<file path="src/core/mscfl_pkg.sv">
// constants for the meter, snapshot and fault-log control registers
// Summary of operation
// - meter clear holds energy and ticks zero
// - meter freeze stops energy and tick adding
// - tick counter overflow sets tick wrap flag
// - energy overflow sets energy wrap flag
// - alert sets latch, host write of zero clears it
// - lock bit is read-only factory lock status
// - reserved bits ignore writes, read zero
// - channel field picks one of fourteen inputs, codes A and B refused
// - snapshot bit: one-shot mode, else continuous
// - armed capture copies log on fault
// - capture flags clear only under permit
// - begun flag set by device, host clears
// - finished flag set by device, host clears
// - alert enable raises alert on finish
// - fault and alarm bytes go to A4-A9
// - current msb bytes go to E1-E3
// - voltage msb bytes go to E4-E6
// - tick counter counts accumulated cycles, 32 bits
// - energy is 48-bit, host readable and writable
package mscfl_pkg;
  // register byte addresses
  localparam logic [7:0] MSCFL_ADDR_METER = 8'h84;
  localparam logic [7:0] MSCFL_ADDR_SNAP = 8'h85;
  localparam logic [7:0] MSCFL_ADDR_LOG = 8'h90;
  localparam logic [7:0] MSCFL_ADDR_ENERGY = 8'h7A;
  localparam logic [7:0] MSCFL_ADDR_TICK = 8'h80;
  // meter control fields
  localparam int MSCFL_MC_CLEAR = 7;
  localparam int MSCFL_MC_FREEZE = 6;
  localparam int MSCFL_MC_CWRAP = 5;
  localparam int MSCFL_MC_AWRAP = 4;
  localparam int MSCFL_MC_ALERT = 3;
  localparam int MSCFL_MC_LOCK = 2;
  // snapshot fields
  localparam int MSCFL_SS_SEL_LO = 4;
  localparam int MSCFL_SS_MODE = 3;
  localparam logic [3:0] MSCFL_SEL_RSV_A = 4'hA;
  localparam logic [3:0] MSCFL_SEL_RSV_B = 4'hB;
  // fault-log control fields
  localparam int MSCFL_FL_ARM = 7;
  localparam int MSCFL_FL_PERMIT = 6;
  localparam int MSCFL_FL_BEGUN = 5;
  localparam int MSCFL_FL_DONE = 4;
  localparam int MSCFL_FL_AEN = 3;
  // widths of meter state
  localparam int MSCFL_ACC_W = 48;
  localparam int MSCFL_CNT_W = 32;
  localparam int MSCFL_PWR_W = 24;
  localparam logic [2:0] MSCFL_ACC_BYTES = 3'h6;
  localparam logic [2:0] MSCFL_CNT_BYTES = 3'h4;
  // nonvolatile capture layout
  localparam logic [7:0] MSCFL_NVM_FAULT = 8'hA4;
  localparam logic [7:0] MSCFL_NVM_ADC = 8'hE1;
  localparam logic [3:0] MSCFL_NVM_SPLIT = 4'h6;
  localparam logic [3:0] MSCFL_NVM_LAST = 4'hB;
  localparam int MSCFL_LOG_W = 96;
  // capture sequencer states
  typedef enum logic [2:0] {
    MSCFL_IDLE = 3'b001,
    MSCFL_SEND = 3'b010,
    MSCFL_FIN = 3'b100
  } mscfl_state_t;
endpackage

</file>
<file path="src/core/mscfl_meter_if.sv">
// signals between the register logic and the meter core
`timescale 1ns/10ps
interface mscfl_meter_if;
  import mscfl_pkg::*;
  logic clear; // hold both at zero
  logic freeze; // stop accumulation
  logic add_en; // one power result ready
  logic [MSCFL_PWR_W-1:0] add_val; // power result
  logic wr_en; // host byte write
  logic wr_tick; // 1 = tick counter, 0 = energy
  logic [2:0] wr_idx; // byte index, 0 = most significant
  logic [7:0] wr_data; // byte written
  logic [MSCFL_ACC_W-1:0] energy; // accumulated energy
  logic [MSCFL_CNT_W-1:0] ticks; // accumulated cycles
  logic acc_wrap; // energy overflow pulse
  logic cnt_wrap; // tick overflow pulse
  modport ctl (output clear, freeze, add_en, add_val, wr_en, wr_tick, wr_idx, wr_data,
               input energy, ticks, acc_wrap, cnt_wrap);
  modport mtr (input clear, freeze, add_en, add_val, wr_en, wr_tick, wr_idx, wr_data,
               output energy, ticks, acc_wrap, cnt_wrap);
endinterface

</file>
<file path="src/core/mscfl_meter.sv">
// energy accumulator and tick counter core
`timescale 1ns/10ps
module mscfl_meter
  import mscfl_pkg::*;
(
  input wire logic i_mclk, // system clock
  input wire logic i_rst_n, // async reset, active low
  mscfl_meter_if.mtr m // control and results
);
  ////////////////////////////////////////////////////////////////////
  logic [MSCFL_ACC_W-1:0] acc_r; // energy value
  logic [MSCFL_CNT_W-1:0] cnt_r; // tick count
  logic acc_wrap_r; // energy carry pulse
  logic cnt_wrap_r; // tick carry pulse
  wire [MSCFL_ACC_W:0] acc_sum; // energy plus power, with carry
  wire [MSCFL_CNT_W:0] cnt_sum; // tick plus one, with carry
  wire [5:0] acc_sh; // bit offset of written energy byte
  wire [4:0] cnt_sh; // bit offset of written tick byte
  wire [MSCFL_ACC_W-1:0] acc_wr; // energy after byte write
  wire [MSCFL_CNT_W-1:0] cnt_wr; // ticks after byte write
  wire go; // accumulate this cycle
  ////////////////////////////////////////////////////////////////////
  // arithmetic and byte merge
  assign acc_sum = {1'b0, acc_r} + {{(MSCFL_ACC_W+1-MSCFL_PWR_W){1'b0}}, m.add_val};
  assign cnt_sum = {1'b0, cnt_r} + {{MSCFL_CNT_W{1'b0}}, 1'b1};
  assign acc_sh = {3'(MSCFL_ACC_BYTES - 3'h1 - m.wr_idx), 3'h0};
  assign cnt_sh = {2'(MSCFL_CNT_BYTES - 3'h1 - m.wr_idx), 3'h0};
  assign acc_wr = (acc_r & ~({{(MSCFL_ACC_W-8){1'b0}}, 8'hFF} << acc_sh))
                | ({{(MSCFL_ACC_W-8){1'b0}}, m.wr_data} << acc_sh);
  assign cnt_wr = (cnt_r & ~({{(MSCFL_CNT_W-8){1'b0}}, 8'hFF} << cnt_sh))
                | ({{(MSCFL_CNT_W-8){1'b0}}, m.wr_data} << cnt_sh);
  assign go = m.add_en && !m.freeze;
  assign m.energy = acc_r;
  assign m.ticks = cnt_r;
  assign m.acc_wrap = acc_wrap_r;
  assign m.cnt_wrap = cnt_wrap_r;
  ////////////////////////////////////////////////////////////////////
  // clear wins, then host write, then accumulation
  always_ff @(posedge i_mclk or negedge i_rst_n) begin
    if (!i_rst_n) begin
      acc_r <= '0;
      cnt_r <= '0;
      acc_wrap_r <= 1'b0;
      cnt_wrap_r <= 1'b0;
    end else if (m.clear) begin
      acc_r <= '0;
      cnt_r <= '0;
      acc_wrap_r <= 1'b0;
      cnt_wrap_r <= 1'b0;
    end else if (m.wr_en) begin
      acc_r <= m.wr_tick ? acc_r : acc_wr;
      cnt_r <= m.wr_tick ? cnt_wr : cnt_r;
      acc_wrap_r <= 1'b0;
      cnt_wrap_r <= 1'b0;
    end else begin
      acc_r <= go ? acc_sum[MSCFL_ACC_W-1:0] : acc_r;
      cnt_r <= go ? cnt_sum[MSCFL_CNT_W-1:0] : cnt_r;
      acc_wrap_r <= go && acc_sum[MSCFL_ACC_W];
      cnt_wrap_r <= go && cnt_sum[MSCFL_CNT_W];
    end
  end
  ////////////////////////////////////////////////////////////////////
  // checks
  a_freeze_keeps: assert property (@(posedge i_mclk) disable iff (!i_rst_n)
    m.freeze && !m.clear && !m.wr_en |=> $stable(acc_r) && $stable(cnt_r))
    else $error("meter moved while frozen");
  a_tick_advance: assert property (@(posedge i_mclk) disable iff (!i_rst_n)
    go && !m.clear && !m.wr_en |=> cnt_r == $past(cnt_r) + 32'h1)
    else $error("tick did not advance");
endmodule

</file>
<file path="src/core/mscfl_ctrl.sv">
// control and status registers for meter, snapshot and fault capture
`timescale 1ns/10ps
module mscfl_ctrl
  import mscfl_pkg::*;
(
  input wire logic i_mclk, // system clock
  input wire logic i_rst_n, // async reset, active low
  input wire logic [7:0] i_reg_addr, // register address
  input wire logic i_reg_wr, // write strobe
  input wire logic i_reg_rd, // read strobe
  input wire logic [7:0] i_reg_wdata, // write data
  output logic [7:0] o_reg_rdata, // read data, next cycle
  input wire logic i_alert_event, // some alert raised
  input wire logic i_nvm_factory_locked, // factory lock status
  input wire logic i_pwr_valid, // power result ready
  input wire logic [MSCFL_PWR_W-1:0] i_pwr_value, // power result
  input wire logic i_fault_trigger, // fault occurred
  input wire logic [7:0] i_fault_reg, // system fault byte
  input wire logic [39:0] i_alarm_log, // alarm bytes, first in top
  input wire logic [23:0] i_sense_msb, // latest, min, max current
  input wire logic [23:0] i_power_calc_voltage_msb, // latest, min, max
  output logic [3:0] o_snap_sel, // one-shot channel
  output logic o_snap_mode, // 1 one-shot, 0 continuous
  output logic o_nvm_req, // nvm byte write request
  output logic [7:0] o_nvm_addr, // nvm location
  output logic [7:0] o_nvm_data, // nvm byte
  input wire logic i_nvm_ack, // nvm took the byte
  output logic o_log_alert // capture finished alert pulse
);
  ////////////////////////////////////////////////////////////////////
  mscfl_meter_if mi (); // meter link
  mscfl_meter u_meter (
    .i_mclk(i_mclk),
    .i_rst_n(i_rst_n),
    .m(mi.mtr)
  );
  ////////////////////////////////////////////////////////////////////
  // state
  logic clear_r; // meter clear
  logic freeze_r; // meter freeze
  logic cwrap_r; // tick wrap flag
  logic awrap_r; // energy wrap flag
  logic alert_r; // alert latch
  logic [3:0] sel_r; // channel field
  logic mode_r; // snapshot mode
  logic arm_r; // capture arm
  logic permit_r; // clear permit
  logic begun_r; // capture begun
  logic done_r; // capture finished
  logic aen_r; // finish alert enable
  mscfl_state_t st_r; // sequencer state
  mscfl_state_t st_nxt; // next state
  logic [3:0] idx_r; // byte being written
  logic [MSCFL_LOG_W-1:0] snap_r; // captured sources
  logic [7:0] rdata_r; // read data
  logic req_r; // nvm request
  logic [7:0] naddr_r; // nvm address
  logic [7:0] ndata_r; // nvm data
  logic lalert_r; // alert pulse
  ////////////////////////////////////////////////////////////////////
  // decode
  wire wr_meter = i_reg_wr && (i_reg_addr == MSCFL_ADDR_METER);
  wire wr_snap = i_reg_wr && (i_reg_addr == MSCFL_ADDR_SNAP);
  wire wr_log = i_reg_wr && (i_reg_addr == MSCFL_ADDR_LOG);
  wire [7:0] e_off = 8'(i_reg_addr - MSCFL_ADDR_ENERGY);
  wire [7:0] t_off = 8'(i_reg_addr - MSCFL_ADDR_TICK);
  wire in_e = e_off < {5'h0, MSCFL_ACC_BYTES};
  wire in_t = t_off < {5'h0, MSCFL_CNT_BYTES};
  wire [3:0] new_sel = i_reg_wdata[MSCFL_SS_SEL_LO +: 4];
  wire sel_ok = (new_sel != MSCFL_SEL_RSV_A) && (new_sel != MSCFL_SEL_RSV_B);
  wire can_clr = wr_log && permit_r;
  ////////////////////////////////////////////////////////////////////
  // meter link drive
  assign mi.clear = clear_r;
  assign mi.freeze = freeze_r;
  assign mi.add_en = i_pwr_valid;
  assign mi.add_val = i_pwr_value;
  assign mi.wr_en = i_reg_wr && (in_e || in_t);
  assign mi.wr_tick = in_t;
  assign mi.wr_idx = in_t ? t_off[2:0] : e_off[2:0];
  assign mi.wr_data = i_reg_wdata;
  ////////////////////////////////////////////////////////////////////
  // capture events
  wire start_go = (st_r == MSCFL_IDLE) && i_fault_trigger && arm_r
                  && !begun_r && !done_r;
  wire last_ack = (st_r == MSCFL_SEND) && i_nvm_ack && (idx_r == MSCFL_NVM_LAST);
  wire fin = st_r == MSCFL_FIN;
  wire fin_alert = fin && aen_r;
  ////////////////////////////////////////////////////////////////////
  // next capture byte
  wire [MSCFL_LOG_W-1:0] src = {i_fault_reg, i_alarm_log, i_sense_msb,
                                i_power_calc_voltage_msb};
  wire [MSCFL_LOG_W-1:0] bytes = start_go ? src : snap_r;
  wire [3:0] nidx = start_go ? 4'h0 : 4'(idx_r + 4'h1);
  wire [6:0] nsh = {4'(MSCFL_NVM_LAST - nidx), 3'h0};
  wire [7:0] nbyte = 8'(bytes >> nsh);
  wire lo_area = nidx < MSCFL_NVM_SPLIT;
  wire [7:0] nloc = lo_area ? 8'(MSCFL_NVM_FAULT + {4'h0, nidx})
                  : 8'(MSCFL_NVM_ADC + {4'h0, 4'(nidx - MSCFL_NVM_SPLIT)});
  wire load = start_go || ((st_r == MSCFL_SEND) && i_nvm_ack && !last_ack);
  ////////////////////////////////////////////////////////////////////
  // read mux
  wire [7:0] rd_meter = {clear_r, freeze_r, cwrap_r, awrap_r, alert_r,
                         i_nvm_factory_locked, 2'b00};
  wire [7:0] rd_snap = {sel_r, mode_r, 3'b000};
  wire [7:0] rd_log = {arm_r, permit_r, begun_r, done_r, aen_r, 3'b000};
  wire [5:0] e_sh = {3'(MSCFL_ACC_BYTES - 3'h1 - e_off[2:0]), 3'h0};
  wire [4:0] t_sh = {2'(MSCFL_CNT_BYTES - 3'h1 - t_off[2:0]), 3'h0};
  wire [7:0] rd_e = 8'(mi.energy >> e_sh);
  wire [7:0] rd_t = 8'(mi.ticks >> t_sh);
  wire [7:0] rd_val = (i_reg_addr == MSCFL_ADDR_METER) ? rd_meter
                    : (i_reg_addr == MSCFL_ADDR_SNAP) ? rd_snap
                    : (i_reg_addr == MSCFL_ADDR_LOG) ? rd_log
                    : in_e ? rd_e
                    : in_t ? rd_t
                    : 8'h00;
  ////////////////////////////////////////////////////////////////////
  // sequencer next state
  always_comb begin
    case (st_r)
      MSCFL_IDLE: begin
        st_nxt = start_go ? MSCFL_SEND : MSCFL_IDLE;
      end
      MSCFL_SEND: begin
        st_nxt = last_ack ? MSCFL_FIN : MSCFL_SEND;
      end
      MSCFL_FIN: begin
        st_nxt = MSCFL_IDLE;
      end
      default: begin
        st_nxt = MSCFL_IDLE;
      end
    endcase
  end
  ////////////////////////////////////////////////////////////////////
  // meter control, set beats clear on flags
  always_ff @(posedge i_mclk or negedge i_rst_n) begin
    if (!i_rst_n) begin
      clear_r <= 1'b0;
      freeze_r <= 1'b0;
      cwrap_r <= 1'b0;
      awrap_r <= 1'b0;
      alert_r <= 1'b0;
    end else begin
      clear_r <= wr_meter ? i_reg_wdata[MSCFL_MC_CLEAR] : clear_r;
      freeze_r <= wr_meter ? i_reg_wdata[MSCFL_MC_FREEZE] : freeze_r;
      cwrap_r <= mi.cnt_wrap
                 || (cwrap_r && !(wr_meter && !i_reg_wdata[MSCFL_MC_CWRAP]));
      awrap_r <= mi.acc_wrap
                 || (awrap_r && !(wr_meter && !i_reg_wdata[MSCFL_MC_AWRAP]));
      alert_r <= i_alert_event || fin_alert
                 || (alert_r && !(wr_meter && !i_reg_wdata[MSCFL_MC_ALERT]));
    end
  end
  ////////////////////////////////////////////////////////////////////
  // snapshot register, reserved codes refused
  always_ff @(posedge i_mclk or negedge i_rst_n) begin
    if (!i_rst_n) begin
      sel_r <= 4'h0;
      mode_r <= 1'b0;
    end else if (wr_snap) begin
      sel_r <= sel_ok ? new_sel : sel_r;
      mode_r <= i_reg_wdata[MSCFL_SS_MODE];
    end
  end
  ////////////////////////////////////////////////////////////////////
  // fault-log control
  always_ff @(posedge i_mclk or negedge i_rst_n) begin
    if (!i_rst_n) begin
      arm_r <= 1'b0;
      permit_r <= 1'b0;
      aen_r <= 1'b0;
      begun_r <= 1'b0;
      done_r <= 1'b0;
    end else begin
      arm_r <= wr_log ? i_reg_wdata[MSCFL_FL_ARM] : arm_r;
      permit_r <= wr_log ? i_reg_wdata[MSCFL_FL_PERMIT] : permit_r;
      aen_r <= wr_log ? i_reg_wdata[MSCFL_FL_AEN] : aen_r;
      begun_r <= start_go
                 || (begun_r && !(can_clr && !i_reg_wdata[MSCFL_FL_BEGUN]));
      done_r <= fin
                || (done_r && !(can_clr && !i_reg_wdata[MSCFL_FL_DONE]));
    end
  end
  ////////////////////////////////////////////////////////////////////
  // capture sequencer and nvm port
  always_ff @(posedge i_mclk or negedge i_rst_n) begin
    if (!i_rst_n) begin
      st_r <= MSCFL_IDLE;
      idx_r <= 4'h0;
      snap_r <= '0;
      req_r <= 1'b0;
      naddr_r <= 8'h00;
      ndata_r <= 8'h00;
      lalert_r <= 1'b0;
    end else begin
      st_r <= st_nxt;
      snap_r <= start_go ? src : snap_r;
      idx_r <= load ? nidx : idx_r;
      naddr_r <= load ? nloc : naddr_r;
      ndata_r <= load ? nbyte : ndata_r;
      req_r <= load || (req_r && !last_ack);
      lalert_r <= fin_alert;
    end
  end
  ////////////////////////////////////////////////////////////////////
  // read data
  always_ff @(posedge i_mclk or negedge i_rst_n) begin
    if (!i_rst_n) begin
      rdata_r <= 8'h00;
    end else if (i_reg_rd) begin
      rdata_r <= rd_val;
    end
  end
  ////////////////////////////////////////////////////////////////////
  // outputs
  assign o_reg_rdata = rdata_r;
  assign o_snap_sel = sel_r;
  assign o_snap_mode = mode_r;
  assign o_nvm_req = req_r;
  assign o_nvm_addr = naddr_r;
  assign o_nvm_data = ndata_r;
  assign o_log_alert = lalert_r;
  ////////////////////////////////////////////////////////////////////
  // checks
  a_clear_zeroes: assert property (@(posedge i_mclk) disable iff (!i_rst_n)
    clear_r [*2] |-> mi.energy == '0 && mi.ticks == '0)
    else $error("meter not held at zero");
  a_tick_wrap: assert property (@(posedge i_mclk) disable iff (!i_rst_n)
    mi.cnt_wrap |=> cwrap_r)
    else $error("tick wrap flag missed");
  a_energy_wrap: assert property (@(posedge i_mclk) disable iff (!i_rst_n)
    mi.acc_wrap |=> awrap_r)
    else $error("energy wrap flag missed");
  a_alert_latch: assert property (@(posedge i_mclk) disable iff (!i_rst_n)
    alert_r && !wr_meter |=> alert_r)
    else $error("alert latch dropped");
  a_lock_reads: assert property (@(posedge i_mclk) disable iff (!i_rst_n)
    i_reg_rd && i_reg_addr == MSCFL_ADDR_METER
    |=> o_reg_rdata[MSCFL_MC_LOCK] == $past(i_nvm_factory_locked)
        && o_reg_rdata[1:0] == 2'b00)
    else $error("lock bit misread");
  a_rsvd_log: assert property (@(posedge i_mclk) disable iff (!i_rst_n)
    i_reg_rd && i_reg_addr == MSCFL_ADDR_LOG |=> o_reg_rdata[2:0] == 3'b000)
    else $error("reserved bits not zero");
  a_snap_mode: assert property (@(posedge i_mclk) disable iff (!i_rst_n)
    wr_snap |=> o_snap_mode == $past(i_reg_wdata[MSCFL_SS_MODE]))
    else $error("snapshot mode not stored");
  a_permit_guard: assert property (@(posedge i_mclk) disable iff (!i_rst_n)
    begun_r && !permit_r |=> begun_r)
    else $error("begun cleared without permit");
  a_start_first: assert property (@(posedge i_mclk) disable iff (!i_rst_n)
    start_go |=> begun_r && o_nvm_req && o_nvm_addr == MSCFL_NVM_FAULT)
    else $error("capture start wrong");
  a_no_restart: assert property (@(posedge i_mclk) disable iff (!i_rst_n)
    (begun_r || done_r) && (st_r == MSCFL_IDLE) |=> !o_nvm_req)
    else $error("capture restarted");
  a_finish_alert: assert property (@(posedge i_mclk) disable iff (!i_rst_n)
    last_ack |=> ##1 done_r && o_log_alert == $past(aen_r) && !o_nvm_req)
    else $error("finish flag or alert wrong");
  a_last_addr: assert property (@(posedge i_mclk) disable iff (!i_rst_n)
    last_ack |-> o_nvm_addr == 8'(MSCFL_NVM_ADC + {4'h0, MSCFL_NVM_LAST - MSCFL_NVM_SPLIT}))
    else $error("last nvm address wrong");
  // capture flags, only hardware sets, only a permitted write clears
  a_done_guard: assert property (@(posedge i_mclk) disable iff (!i_rst_n)
    done_r && !permit_r |=> done_r)
    else $error("done cleared without permit");
  a_begun_no_set: assert property (@(posedge i_mclk) disable iff (!i_rst_n)
    !begun_r && !start_go |=> !begun_r)
    else $error("begun set without capture");
  a_done_no_set: assert property (@(posedge i_mclk) disable iff (!i_rst_n)
    !done_r && !fin |=> !done_r)
    else $error("done set without finish");
  a_arm_hold: assert property (@(posedge i_mclk) disable iff (!i_rst_n)
    arm_r && !wr_log |=> arm_r)
    else $error("arm dropped without write");
  a_log_alert_latch: assert property (@(posedge i_mclk) disable iff (!i_rst_n)
    fin_alert |=> alert_r && o_log_alert)
    else $error("finish alert not raised");
  a_alert_sets: assert property (@(posedge i_mclk) disable iff (!i_rst_n)
    i_alert_event |=> alert_r)
    else $error("alert latch not set");
  // snapshot register checks
  a_rsvd_snap: assert property (@(posedge i_mclk) disable iff (!i_rst_n)
    i_reg_rd && i_reg_addr == MSCFL_ADDR_SNAP |=> o_reg_rdata[2:0] == 3'b000)
    else $error("snapshot reserved bits not zero");
  a_sel_refused: assert property (@(posedge i_mclk) disable iff (!i_rst_n)
    wr_snap && !sel_ok |=> $stable(o_snap_sel))
    else $error("reserved channel code taken");
  a_sel_taken: assert property (@(posedge i_mclk) disable iff (!i_rst_n)
    wr_snap && sel_ok |=> o_snap_sel == $past(new_sel))
    else $error("channel code not stored");
  // nvm port checks
  a_first_byte: assert property (@(posedge i_mclk) disable iff (!i_rst_n)
    start_go |=> o_nvm_data == $past(i_fault_reg))
    else $error("first capture byte wrong");
  a_nvm_hold: assert property (@(posedge i_mclk) disable iff (!i_rst_n)
    o_nvm_req && !i_nvm_ack |=> o_nvm_req && $stable(o_nvm_addr) && $stable(o_nvm_data))
    else $error("nvm request moved before ack");
  a_adc_area: assert property (@(posedge i_mclk) disable iff (!i_rst_n)
    o_nvm_req && idx_r == MSCFL_NVM_SPLIT |-> o_nvm_addr == MSCFL_NVM_ADC)
    else $error("first adc byte address wrong");
endmodule

</file>
<file path="config.mk">
export PLATFORM = sky130hd
export DESIGN_NAME = mscfl_ctrl
export DESIGN_NICKNAME = d
export VERILOG_FILES = /design/src/core/mscfl_pkg.sv /design/src/core/mscfl_meter_if.sv /design/src/core/mscfl_meter.sv /design/src/core/mscfl_ctrl.sv
export SDC_FILE = /design/constraint.sdc
export NUM_CORES = 1
export LEC_CHECK = 0
export BUFFER_PORTS_ARGS = -buffer_cell sky130_fd_sc_hd__buf_2
export CORE_MARGIN = 2
export CORE_UTILIZATION = 50
export DETAILED_ROUTE_END_ITERATION = 16
export GPL_TIMING_DRIVEN = 0
export PLACE_DENSITY_LB_ADDON = 0.12
export SYNTH_ARGS = -nofsm -noshare
export SYNTH_HDL_FRONTEND = slang
export SYNTH_SLANG_ARGS = --single-unit
</file>
<file path="constraint.sdc">
create_clock -name i_mclk -period 5.2 [get_ports i_mclk]
set_input_delay 0.78 -clock i_mclk [delete_from_list [all_inputs] [get_ports i_mclk]]
set_output_delay 0.78 -clock i_mclk [all_outputs]
set_load 0.02 [all_outputs]
</file>
## After elaboration in Yosys (flattened, before gate mapping)

Index checks and enable logic that the tools add are counted.

- Add/sub/neg operators: 13
- Multiply operators: 0
- Div/mod/pow operators: 0
- Order comparisons: 3
- Equal/unequal tests: 11
- Shifts and indexed selects: 7
- Muxes and demuxes: 24
- Bitwise gates (word level): 6
- Reduce and logical (&&, ||, !) cells: 53

Operator list:

| cell | count |
|---|---|
| $mux 48 | 4 |
| $mux 32 | 4 |
| $mux 96 | 1 |
| $shr 96x7->8 | 1 |
| $add 48x24->49 | 1 |
| $and 48x48->48 | 1 |
| $mux 8 | 6 |
| $not 48->48 | 1 |
| $or 48x48->48 | 1 |
| $shl 8x6->48 | 1 |
| $shl 8x6->48 const A | 1 |
| $shr 48x6->8 | 1 |
| $add 32x1->33 const B | 1 |
| $and 32x32->32 | 1 |
| $not 32->32 | 1 |
| $or 32x32->32 | 1 |
| $shl 8x5->32 | 1 |
| $shl 8x5->32 const A | 1 |
| $shr 32x5->8 | 1 |
| $logic_and 1x1->1 | 28 |
| $eq 8x8->1 const B | 3 |
| $lt 8x3->1 const B | 2 |
| $logic_not 1->1 | 12 |
| $logic_or 1x1->1 | 9 |
| other kinds (24) | 33 |

- Flip-flop bits (word level): 226
- Bits in latches: 0
- RAM bits: 0
- ROM bits: 0
- Input port bits: 145
- Output and inout port bits: 31
- Word-level logic and storage cells: 141
- Memories kept: 0

## Logic depth before layout (Yosys ltp)

Gate-level depths: netlist of run 1.

- Word-level depth: 11
- Gate-level depth with buffers: 13
- Mapped depth without buffers: 10

## Hierarchy

Synthesis of run 1 repeated with hierarchy kept, for this count alone.

- Cells, all modules: 1703
- Area, all modules: 14627.8 µm²

Modules (own cells, without submodules):

| module | times used | cells each | area an instance (µm²) | sequential area each (µm²) |
|---|---|---|---|---|
| mscfl_ctrl | 1 | 789 | 7493.4 | 3579.7 |
| mscfl_meter | 1 | 914 | 7134.3 | 2052.0 |

## Worst setup path before layout of run 1

OpenSTA, ideal clock, no wires.

- Path type: in2reg
- From: in i_fault_trigger
- To: reg ndata_r[6], in the netlist o_nvm_data[6]
- Arrival: 2.868 ns
- Setup slack: 2.202 ns
- Cell stages on the path: 12
- Path buffers: 4
- Path through: nand4bb_1 or3_1 buf_2 buf_2 nand2_1 inv_1 clkbuf_1 ha_1 and3_1 clkbuf_1 a22oi_1 o21ai_0

- Word-level cells in the longest chain between the ends: 7

RTL lines:

| what | line | text |
|---|---|---|
| from (decl) | mscfl_ctrl.sv:17 | `input wire logic i_fault_trigger,` |
| $logic_and 1x1->1 (2 in series) | mscfl_ctrl.sv:84 | `wire start_go = (st_r == MSCFL_IDLE) && i_fault_trigger && arm_r` |
| $logic_and 1x1->1 (2 in series) | mscfl_ctrl.sv:85 | `&& !begun_r && !done_r;` |
| $mux 4 | mscfl_ctrl.sv:94 | `wire [3:0] nidx = start_go ? 4'h0 : 4'(idx_r + 4'h1);` |
| net nidx[2] | mscfl_ctrl.sv:94 |  |
| $sub 4x4->4 | mscfl_ctrl.sv:95 | `wire [6:0] nsh = {4'(MSCFL_NVM_LAST - nidx), 3'h0};` |
| $shr 96x7->8 | mscfl_ctrl.sv:96 | `wire [7:0] nbyte = 8'(bytes >> nsh);` |
| to (signal assigned) | mscfl_ctrl.sv:201 | `ndata_r <= load ? nbyte : ndata_r;` |
| to (decl) | mscfl_ctrl.sv:58 | `logic [7:0] ndata_r;` |

The timed path passes the listed nets, and every way through them passes these cells.
A chain may end at the register's enable or synchronous reset.

## Worst setup path after layout of run 1

- From: in i_reg_addr[1]
- To: reg u_meter.cnt_wrap_r, in the netlist u_meter.m.cnt_wrap

- Word-level cells in the longest chain between the ends: 6

RTL lines:

| what | line | text |
|---|---|---|
| from (decl) | mscfl_ctrl.sv:8 | `input wire logic [7:0] i_reg_addr,` |
| $sub 8x7->8 / $sub 8x8->8 (equally long branches) | mscfl_ctrl.sv:65, mscfl_ctrl.sv:66 |  |
| $lt 8x3->1, on equally long branches | mscfl_ctrl.sv:67, mscfl_ctrl.sv:68 |  |
| $logic_or 1x1->1 * | mscfl_ctrl.sv:78 | `assign mi.wr_en = i_reg_wr && (in_e \|\| in_t);` |
| $logic_and 1x1->1 * | mscfl_ctrl.sv:78 |  |
| $mux 1 * | mscfl_meter.sv:50 | `end else if (m.wr_en) begin` |
| $mux 1 * | mscfl_meter.sv:45 | `end else if (m.clear) begin` |
| to (signal assigned) | mscfl_meter.sv:59 | `cnt_wrap_r <= go && cnt_sum[MSCFL_CNT_W];` |
| to (decl) | mscfl_meter.sv:14 | `logic cnt_wrap_r;` |

Every way passes the cells marked *; elsewhere a longest branch is shown, timed or not.

==> results of run 1 <==
[layout make-up]
cell class,instances,area (µm²)
fillers,2488,10900
flip-flops and latches,225,5630
inverters,31,116
repair buffers,170,883
clock inverters,11,195
diodes,3,7.51
plain buffers,101,434
multi-input cells,1286,7650
well taps,341,427
clock buffers,35,733
[synthesized netlist by cell type, types with 16 or more instances]
master	instances	share of area
nand2_1	389	0.11
dfrtp_1	224	0.41
nor2_1	128	0.035
o21ai_0	111	0.040
a21oi_1	107	0.039
clkbuf_1	55	0.015
nand3_1	39	0.014
nor3_1	39	0.014
buf_2	38	0.014
a211oi_1	32	0.017
ha_1	32	0.029
a22oi_1	31	0.017
mux2i_1	31	0.022
inv_1	30	0.0081
mux2_2	22	0.018
xnor2_1	22	0.014
nand2b_1	18	0.0081
or3_1	17	0.0077
mux4_2	16	0.026
[per-layer routing]
metal,global-route usage,wire (µm),vias to the layer above
li1,-,-,6261
met2,0.542,22700,651
met4,0.156,2540,0
met3,0.0672,4040,157
met1,0.420,19100,6464
met5,0,0,-
[state kept, by name, indices dropped and copies added (netlist names), 3 cells and up]
signal,cells
u_meter.m.ticks,32
st_r,3
u_meter.m.energy,48
o_snap_sel,4
idx_r,4
snap_r,96
o_nvm_addr,7
o_nvm_data,8
o_reg_rdata,8
[kinds of logic (layout without fill, tap and decap cells)]
kind of cell | Yosys count | in the layout | synth area share
DFF | 225 | 225 | 0.407
buffers and inverters | 132 | 348 | 0.0398
xor gates and xnor gates | 33 | 33 | 0.0209
AOI/OAI and AO/OA | 429 | 429 | 0.201
other | 0 | 3 | 0
adders and majority gates | 33 | 33 | 0.0304
and+or+nand+nor | 722 | 722 | 0.234
muxes | 69 | 69 | 0.0664
[worst paths after layout]
| kind | startpoint | endpoint | slack, ns | cells past startpoint |
|---|---|---|---|---|
| worst max-delay path | i_reg_addr[1] | u_meter.m.cnt_wrap$_DFF_PN0_ | 1.20 | 11 |
| worst min-delay path | i_rst_n | u_meter.m.energy[25]$_DFFE_PN0P_ | 0.27 | 1 |
| worst max register to register | done_r$_DFF_PN0_ | o_nvm_data[6]$_DFFE_PN0P_ | 1.83 | 12 |
| worst min register to register | u_meter.m.acc_wrap$_DFF_PN0_ | awrap_r$_DFF_PN0_ | 0.43 | 1 |
| max in group asynchronous | i_rst_n | snap_r[67]$_DFF_PN0_ | 3.84 | 2 |
| min in group i_mclk | i_alarm_log[16] | snap_r[64]$_DFF_PN0_ | 0.42 | 3 |
[critical path: stages]
cell and delay, ns:
buf_2 0.19, inv_1 0.19, ha_1 0.44, o22ai_1 0.16, a21oi_1 0.11, a21oi_1 0.31, nor2_2 0.13, nor3_1 0.56
clkbuf_1 0.62, nand2_1 0.17, nor4_1 0.70
[power breakdown]
group          switching, mW  leakage [nW]  internal [mW]
sequential             0.306          3.02           1.93
combinational          0.976          4.18          0.684
clock                  0.774         0.462           1.23
[metrics by stage]
| step | setup slack, ns | area, µm² | setup TNS [ns] | std cells | hold slack (ns) |
|---|---|---|---|---|---|
| CTS | 1.36 | 16100 | 0 | 2200 | 0.336 |
| detailed placement | 0.820 | 15100 | 0 | 2154 | 0.422 |
| finish | 1.20 | 16100 | 0 | 2203 | 0.268 |
| global placement | -0.800 | 15100 | -174.89 | 2153 | 0.420 |
| global route | 1.03 | 16100 | 0 | 2200 | 0.320 |
| floorplan | 2.20 | 13800 | 0 | 1643 | 0.408 |
[cells in the final DEF (no fill, tap or decap), types with 8 or more instances in the layout]
cell and count:
a31oi_1 13, dfrtp_1 224, nor2b_1 15, mux4_2 16
nor4_1 9, o21ai_0 111, nor3_1 39, a211oi_1 32
xnor2_1 22, nor2_1 128, nand2_1 389, mux2i_1 31
a221oi_1 10, nand4_1 15, nand3_1 39, buf_2 206
or3_1 17, inv_1 30, ha_1 32, a21o_1 13
xor2_1 11, a21oi_1 107, mux2_2 22, a22oi_1 31
and3_1 11, clkbuf_16 25, clkbuf_1 58, o22ai_1 15
nand2b_1 18, o22a_1 8
==> flow_summary.toml, run 1 <==
[synth]
synth.avg_cell_area_um2 = 8.42
synth_edf_count = 0
ys.flop_type = "dfrtp_1"
synth_cell_types = 92
synthArstFlopShare = 1.00
syn_inst = 1643
ys_warn_count = 0
mappedNetlistArea_um2 = 13800
synth-seq-area-share = 0.407
synth.ff_latch_count = 225
synthesis.nets = 1821

[global_routing]
grt_max_degree = 121
grtUsageTotal = 0.331
grt_pass1_vias = 12969
grt_pass1_wl_mm = 73.5
grt.overflow.total = 0
antenna_found_initial = 2

[pwr]
leakage_nw = 7.66
p_per_area_nw_per_um2 = 367
vdd_drop_max_uv = 212
power_mw = 5.90

[timing]
finalHoldViolCount = 0
worst_slew_pin_slew_ns = 1.26
period_minus_slack_ns = 4.00
slew_headroom = 0.156
setup_violations = 0
rsz0062_at_grt = "no"
slew_violations = 0
clock_skew_ns = 0.0117
max_freq_mhz = 250
post-route-period-util = 0.768

[clock_network]
numCtsBuffers = 25
postCtsSetupBuffers = 0
cts_sinks = 225
holdBufCountCts = 0
cts_tree = "built"
cts.htree.levels = 1
clkSlewWorstSetupHoldPaths_ns = 0.07
cts_resized = 0
clock_latency_ns = 0.55
clockRootBuffer = "clkbuf_16"
clockBufferDepth = 3

[worst_hold_path]
min_path_type = "primary input to asynchronous set/reset pin"

[routing]
drt_iter0_markers = 1361
vias_per_cell = 6.14
vias = 13533
drt_pre_antenna_iters = 6
wire_per_inst_um = 22.0
drc = 0
routed_wl_mm = 48.4
ant_nets = 0

[worst_setup_path]
startpoint_type = "primary input"
cp.required_ns = 5.57
arrival_ns = 4.36
crit_fanout = 10
cp-end-kind = "flop"
crit_type = "primary input to flop"

[finish]
nNetsFinal = 2018
areaGrowthSynthToFinish_pct = 16.2
finish.utilization = 0.595
final_layout_size_suffix_gt1_frac = 0.175

[run]
drv_cap = 0

[placed_design]
place_congestion = 1.01
dp_hpwl_mm = 35.5
numPortBuffers = 169

[floorplan]
core_um2 = 27000
pin_count = 176
initial_core_util = 0.512
die_h_um = 170
rows = 60
die_w_um = 170
die-area_um2 = 29000

[run_status]
outcome = "completed"
Power figures use the tool's default switching activity.
==> run 2: changes to the inputs <==
==> constraint.sdc (replaced) <==
create_clock -name i_mclk -period 3.92 [get_ports i_mclk]
set_input_delay 0.588 -clock i_mclk [delete_from_list [all_inputs] [get_ports i_mclk]]
set_output_delay 0.588 -clock i_mclk [all_outputs]
set_load 0.02 [all_outputs]
==> run 2 against run 1 <==
Sequential share of layout area is essentially flat. Clock power grew 32%. Critical endpoint unchanged. Cell count is the same. Critical path depth is the same. Global-route usage is the same.
==> flow_summary.toml, run 2 (synthesis results as in run 1) <==
[floorplan]
core_um2 = 27000
die-area_um2 = 29000
die_h_um = 170
initial_core_util = 0.512
pin_count = 176
rows = 60
die_w_um = 170

[routing]
ant_nets = 0
wire_per_inst_um = 21.9
drt_iter0_markers = 1377
vias_per_cell = 6.14
drc = 0
routed_wl_mm = 48.3
vias = 13527
drt_pre_antenna_iters = 5

[run_status]
outcome = "completed"

[placed_design]
numPortBuffers = 169
place_congestion = 1.01
place_ws_ns = -0.268
dp.cells = 2154
dp_hpwl_mm = 35.5

[worst_setup_path]
startpoint_type = "primary input"
startpoint = "i_reg_addr[1]"
crit_chain = "buf_2 -> inv_1 -> ha_1 -> o22ai_1 -> a21oi_1 -> a21oi_1 -> nor2_2 -> nor3_1 -> clkbuf_1 -> nand2_1 -> nor4_2"
cp-end-kind = "flop"
arrival_ns = 4.04
reg2reg_slack_ns = 0.56
crit_family = "simple AND/OR/NAND/NOR gates"
r2r-start = "done_r$_DFF_PN0_"
crit_fanout = 10
cp_slowest_stage_delay_ns = 0.62
cp.required_ns = 4.30
path_common_cell = "a21oi_1"
crit_buf_inv = 3
slowest_stage = "clkbuf_1"
crit_type = "primary input to flop"

[clock_network]
cts.htree.levels = 1
clockBufferDepth = 3
cts_sinks = 225
numCtsBuffers = 25
cts_tree = "built"
clockRootBuffer = "clkbuf_16"
holdBufCountCts = 0
clkSlewWorstSetupHoldPaths_ns = 0.06
clock_latency_ns = 0.55

[timing]
setup_violations = 0
rsz0062_at_grt = "no"
max_freq_mhz = 273
post-route-period-util = 0.933
slew_violations = 0
period_minus_slack_ns = 3.66
worst_slew_pin_slew_ns = 1.27
clock_skew_ns = 0.0115
finalSetupTns_ns = 0
slew_headroom = 0.149
setup_ws_ns = 0.263
finalHoldViolCount = 0

[finish]
areaGrowthSynthToFinish_pct = 16.3
final_layout_size_suffix_gt1_frac = 0.175
mostFrequentLayoutCells = "nand2_1 (389), dfrtp_1 (224), buf_2 (206)"
largest_register_ffs = 96
nNetsFinal = 2018
largest-register = "snap_r"
final_common_cell = "nand2_1"
final-instance-count-excl-fill = 2203

[global_routing]
antenna_found_initial = 2
grt_max_degree = 121
grt.overflow.total = 0
grtUsageTotal = 0.331
grt_pass1_wl_mm = 73.5
grt_pass1_vias = 12969

[run]
drv_cap = 0

[worst_hold_path]
min_path_type = "primary input to asynchronous set/reset pin"

[pwr]
vdd_drop_max_uv = 281
p_per_area_nw_per_um2 = 486
leakage_nw = 7.66
power_mw = 7.82
[run 2: cell counts in the layout (fill, tap and decap cells not counted)]
No cell type changed its count.
[run 2: through the flow]
stage	util	instance area, µm²	hold slack (ns)
after floorplan	-	13800	0.292
after global placement	0.559	15100	0.420
after detailed placement	0.560	15100	0.422
after CTS	0.595	16100	0.144
after global routing	0.595	16100	0.128
final	0.595	16100	0.0822
[run 2: path summary, 6_finish.rpt]
| path | cells past startpoint | endpoint |
|---|---|---|
| worst max-delay path | 11 | u_meter.m.cnt_wrap$_DFF_PN0_ |
| worst min-delay path | 1 | u_meter.m.energy[6]$_DFFE_PN0P_ |
| worst max register to register | 12 | o_nvm_data[6]$_DFFE_PN0P_ |
| worst min register to register | 1 | awrap_r$_DFF_PN0_ |
| max in group asynchronous | 2 | snap_r[67]$_DFF_PN0_ |
| min in group i_mclk | 3 | snap_r[64]$_DFF_PN0_ |
[run 2: repair_timing]
item	in CTS	in global routing
gates resized for setup	0	1
endpoints found under the setup margin	0	1
buffers inserted	0	0
[run 2: cell type report]
| class | instances | area, µm² |
|---|---|---|
| Antenna cell | 3 | 7.51 |
| Multi-Input combinational cell | 1286 | 7660 |
| Timing Repair Buffer | 170 | 883 |
| Clock buffer | 35 | 733 |
| Tap cell | 341 | 427 |
| Fill cell | 2486 | 10900 |
| Buffer | 101 | 434 |
| Clock inverter | 11 | 195 |
| Inverter | 31 | 116 |
| Sequential cell | 225 | 5630 |
[run 2: where the power goes]
group	internal [mW]	leakage, nW	switching (mW)	total, mW
Sequential	2.56	3.02	0.406	2.96
Clock	1.64	0.462	1.03	2.66
Combinational	0.907	4.18	1.29	2.20
[run 2: metal layers]
| layer | global-route usage | up-vias | wire length, µm | share of wire |
|---|---|---|---|---|
| li1 | - | 6259 | - | - |
| met5 | 0 | - | 0 | 0 |
| met1 | 0.420 | 6452 | 19100 | 0.39 |
| met2 | 0.542 | 657 | 22700 | 0.47 |
| met4 | 0.156 | 0 | 2530 | 0.052 |
| met3 | 0.0672 | 159 | 4020 | 0.083 |
==> run 3: changes to the inputs <==
--- a/config.mk
+++ b/config.mk
@@ -5,11 +5,13 @@
 export SDC_FILE = /design/constraint.sdc
 export NUM_CORES = 1
 export LEC_CHECK = 0
+export ABC_AREA = 1
 export BUFFER_PORTS_ARGS = -buffer_cell sky130_fd_sc_hd__buf_2
 export CORE_MARGIN = 2
 export CORE_UTILIZATION = 50
 export DETAILED_ROUTE_END_ITERATION = 16
 export GPL_TIMING_DRIVEN = 0
+export MAX_ROUTING_LAYER = met4
 export PLACE_DENSITY_LB_ADDON = 0.12
 export SYNTH_ARGS = -nofsm -noshare
 export SYNTH_HDL_FRONTEND = slang
==> run 3 against run 2 <==
Clock-buffer cell count rose by 2. Highest routed layer unchanged. Global-route usage rose by 4.5 points. Critical path depth rose by 1. Maximum frequency rose by 8.1%. Total power rose by 17%. Clock skew rose by 0.014 ns. Non-clock buffer count rose by 10. Synthesized cell count rose by 59%. Sequential power rose by 4%. Sequential cell count did not move.
==> flow_summary.toml, run 3 <==
[worst_setup_path]
crit_buf_inv = 3
r2r-end = "o_nvm_data[6]$_DFFE_PN0P_"
cp.required_ns = 4.41
crit_fanout = 13
slowest_stage = "nor3_4"
reg2reg_slack_ns = 0.54
crit_family = "simple AND/OR/NAND/NOR gates"
r2r-start = "begun_r$_DFF_PN0_"
crit_chain = "nor3_4 -> nand2_2 -> nand2_2 -> inv_2 -> buf_2 -> ha_1 -> clkinv_1 -> nor2_2 -> nand2_1 -> nor2_1 -> nor2_1 -> a21oi_1"
startpoint_type = "flop"
ff2ff_path_depth = 12
crit_type = "flop to flop"
cp_slowest_stage_delay_ns = 0.51
cp-end-kind = "flop"
arrival_ns = 3.87

[placed_design]
numPortBuffers = 172
dp_hpwl_mm = 48.6
dp.cells = 3230
place_congestion = 1.03
postPlaceCellArea_um2 = 17900

[synth]
ys.flop_type = "dfrtp_1"
synthesis.nets = 2793
yosysMostFrequentCell = "nand2_1"
mappedNetlistArea_um2 = 16500
syn_inst = 2615
synth.avg_cell_area_um2 = 6.31
synth_top_cell_by_area = "dfrtp_1"
synthArstFlopShare = 1.00
synth.ff_latch_count = 225
synthTopCellsByCount = "nand2_1 (988), inv_1 (297), nand3_1 (248)"
synth_edf_count = 0
synth_cell_types = 47
yosys-top-cells-area = "dfrtp_1 (34%), nand2_1 (22%), nand3_1 (7.5%)"
ys_warn_count = 0
synth-seq-area-share = 0.341
yosys.area.top_type_share = 0.340

[pwr]
switching_share = 0.411
p_sw_mw = 3.76
vdd_drop_max_uv = 434
comb_power_share = 0.361
seqPwrFrac = 0.336
intPower_mw = 5.38
p_per_area_nw_per_um2 = 483
power_mw = 9.14
leakage_nw = 10.3
clkPwrFrac = 0.303

[timing]
slew_violations = 0
finalSetupTns_ns = 0
clock_skew_ns = 0.0250
max_freq_mhz = 296
setup_violations = 0
post-route-period-util = 0.863
worst_slew_pin_slew_ns = 1.05
rsz0062_at_grt = "no"
finalHoldViolCount = 0
slew_headroom = 0.302
period_minus_slack_ns = 3.38

[run_status]
outcome = "completed"

[clock_network]
clock_latency_ns = 0.58
clockRootBuffer = "clkbuf_16"
postCtsSetupBuffers = 0
holdBufCountCts = 0
numCtsBuffers = 27
cts_resized = 0
cts.htree.levels = 1
clkSlewWorstSetupHoldPaths_ns = 0.06
clockBufferDepth = 3
cts_tree = "built"
cts_sinks = 225

[floorplan]
core_um2 = 32500
initial_core_util = 0.507
die-area_um2 = 34500
rows = 66
die_h_um = 186
die_w_um = 186
pin_count = 176

[global_routing]
grtUsageTotal = 0.375
grt_pass1_wl_mm = 95.6
antenna_found_initial = 4
grt_pass1_vias = 17100
grt.overflow.total = 0
grt_max_degree = 122

[routing]
ant_nets = 0
vias = 18189
drt_pre_antenna_iters = 8
vias_per_cell = 5.54
drt_iter0_markers = 1889
wire_per_inst_um = 19.0
routed_wl_mm = 62.5
drc = 0

[finish]
final-instance-count-excl-fill = 3284
areaGrowthSynthToFinish_pct = 14.8
largest-register = "snap_r"
final_layout_size_suffix_gt1_frac = 0.123
mostFrequentLayoutCells = "nand2_1 (988), inv_1 (297), nand3_1 (248)"
final_common_cell = "nand2_1"
fin_area_um2 = 18900
multi_input_area_um2 = 9150
fillers = 3339
largest_register_ffs = 96
nNetsFinal = 2995
seq_area_um2 = 5630

[worst_hold_path]
min_path_type = "primary input to asynchronous set/reset pin"

[run]
drv_cap = 0
run 3: per-layer routing:
metal  part of all wire  track usage
met1               0.41        0.479
met4              0.053        0.175
met3              0.091       0.0571
met5                  0            -
met2               0.45        0.589
run 3: area by class of cell:
cell class / instances / share of cell area
inverter: 313 / 0.0622
antenna: 4 / 0.000529
timing repair buffer: 173 / 0.0474
clock inverter: 13 / 0.0102
sequential: 225 / 0.297
clock buffer: 37 / 0.0414
multi-input combinational: 1969 / 0.483
tap: 442 / 0.0292
buffer: 108 / 0.0287
run 3: power groups by stage:
stage / Combinational (mW) / Sequential, mW / Clock, mW
after floorplan: 2.26 / 2.91 / 0
after detailed placement: 3.22 / 3.09 / 0
after CTS: 3.24 / 3.05 / 2.79
final: 3.30 / 3.07 / 2.77
after global placement: 3.17 / 3.09 / 0
after global routing: 3.71 / 3.10 / 2.87
run 3: worst max-delay path by stage:
| stage | start | to | slack, ns | cells past startpoint |
|---|---|---|---|---|
| after floorplan | i_reg_addr[1] | u_meter.m.energy[16]$_DFFE_PN0P_ | 1.23 | 18 |
| after global placement | i_rst_n | snap_r[81]$_DFF_PN0_ | -1.85 | 1 |
| after detailed placement | i_reg_addr[1] | u_meter.m.energy[26]$_DFFE_PN0P_ | 0.23 | 16 |
| after CTS | begun_r$_DFF_PN0_ | o_nvm_data[6]$_DFFE_PN0P_ | 0.59 | 12 |
| after global routing | begun_r$_DFF_PN0_ | o_nvm_data[2]$_DFFE_PN0P_ | 0.40 | 12 |
| final | begun_r$_DFF_PN0_ | o_nvm_data[6]$_DFFE_PN0P_ | 0.54 | 12 |
run 3: worst register-to-register path: stages, from the launching register on:
cell      delay (ns)
dfrtp_1         0.42
nor3_4          0.51
nand2_2         0.18
nand2_2         0.25
inv_2           0.15
buf_2           0.26
ha_1            0.32
clkinv_1        0.29
nor2_2          0.39
nand2_1         0.13
nor2_1          0.15
nor2_1          0.07
a21oi_1         0.16
run 3: cells by family (layout without fill, tap and decap cells):
logic type      count (synthesis)  count (layout)  share of synthesized area
flops                         225             225                      0.341
other cells                     0               4                          0
buf+inv                       421             644                      0.104
compound gates                320             320                      0.108
xor+xnor                       36              36                     0.0191
fa+ha+maj                      33              33                     0.0255
simple gates                 1580            1580                      0.402
run 3: metrics by stage:
stage	setup WS (ns)	util	hold WS, ns
finish	0.536	0.582	0.0327
global route	0.404	0.582	0.129
CTS	0.593	0.582	0.102
detailed placement	0.231	0.552	0.431
global placement	-1.85	0.550	0.425
floorplan	1.23	-	0.292
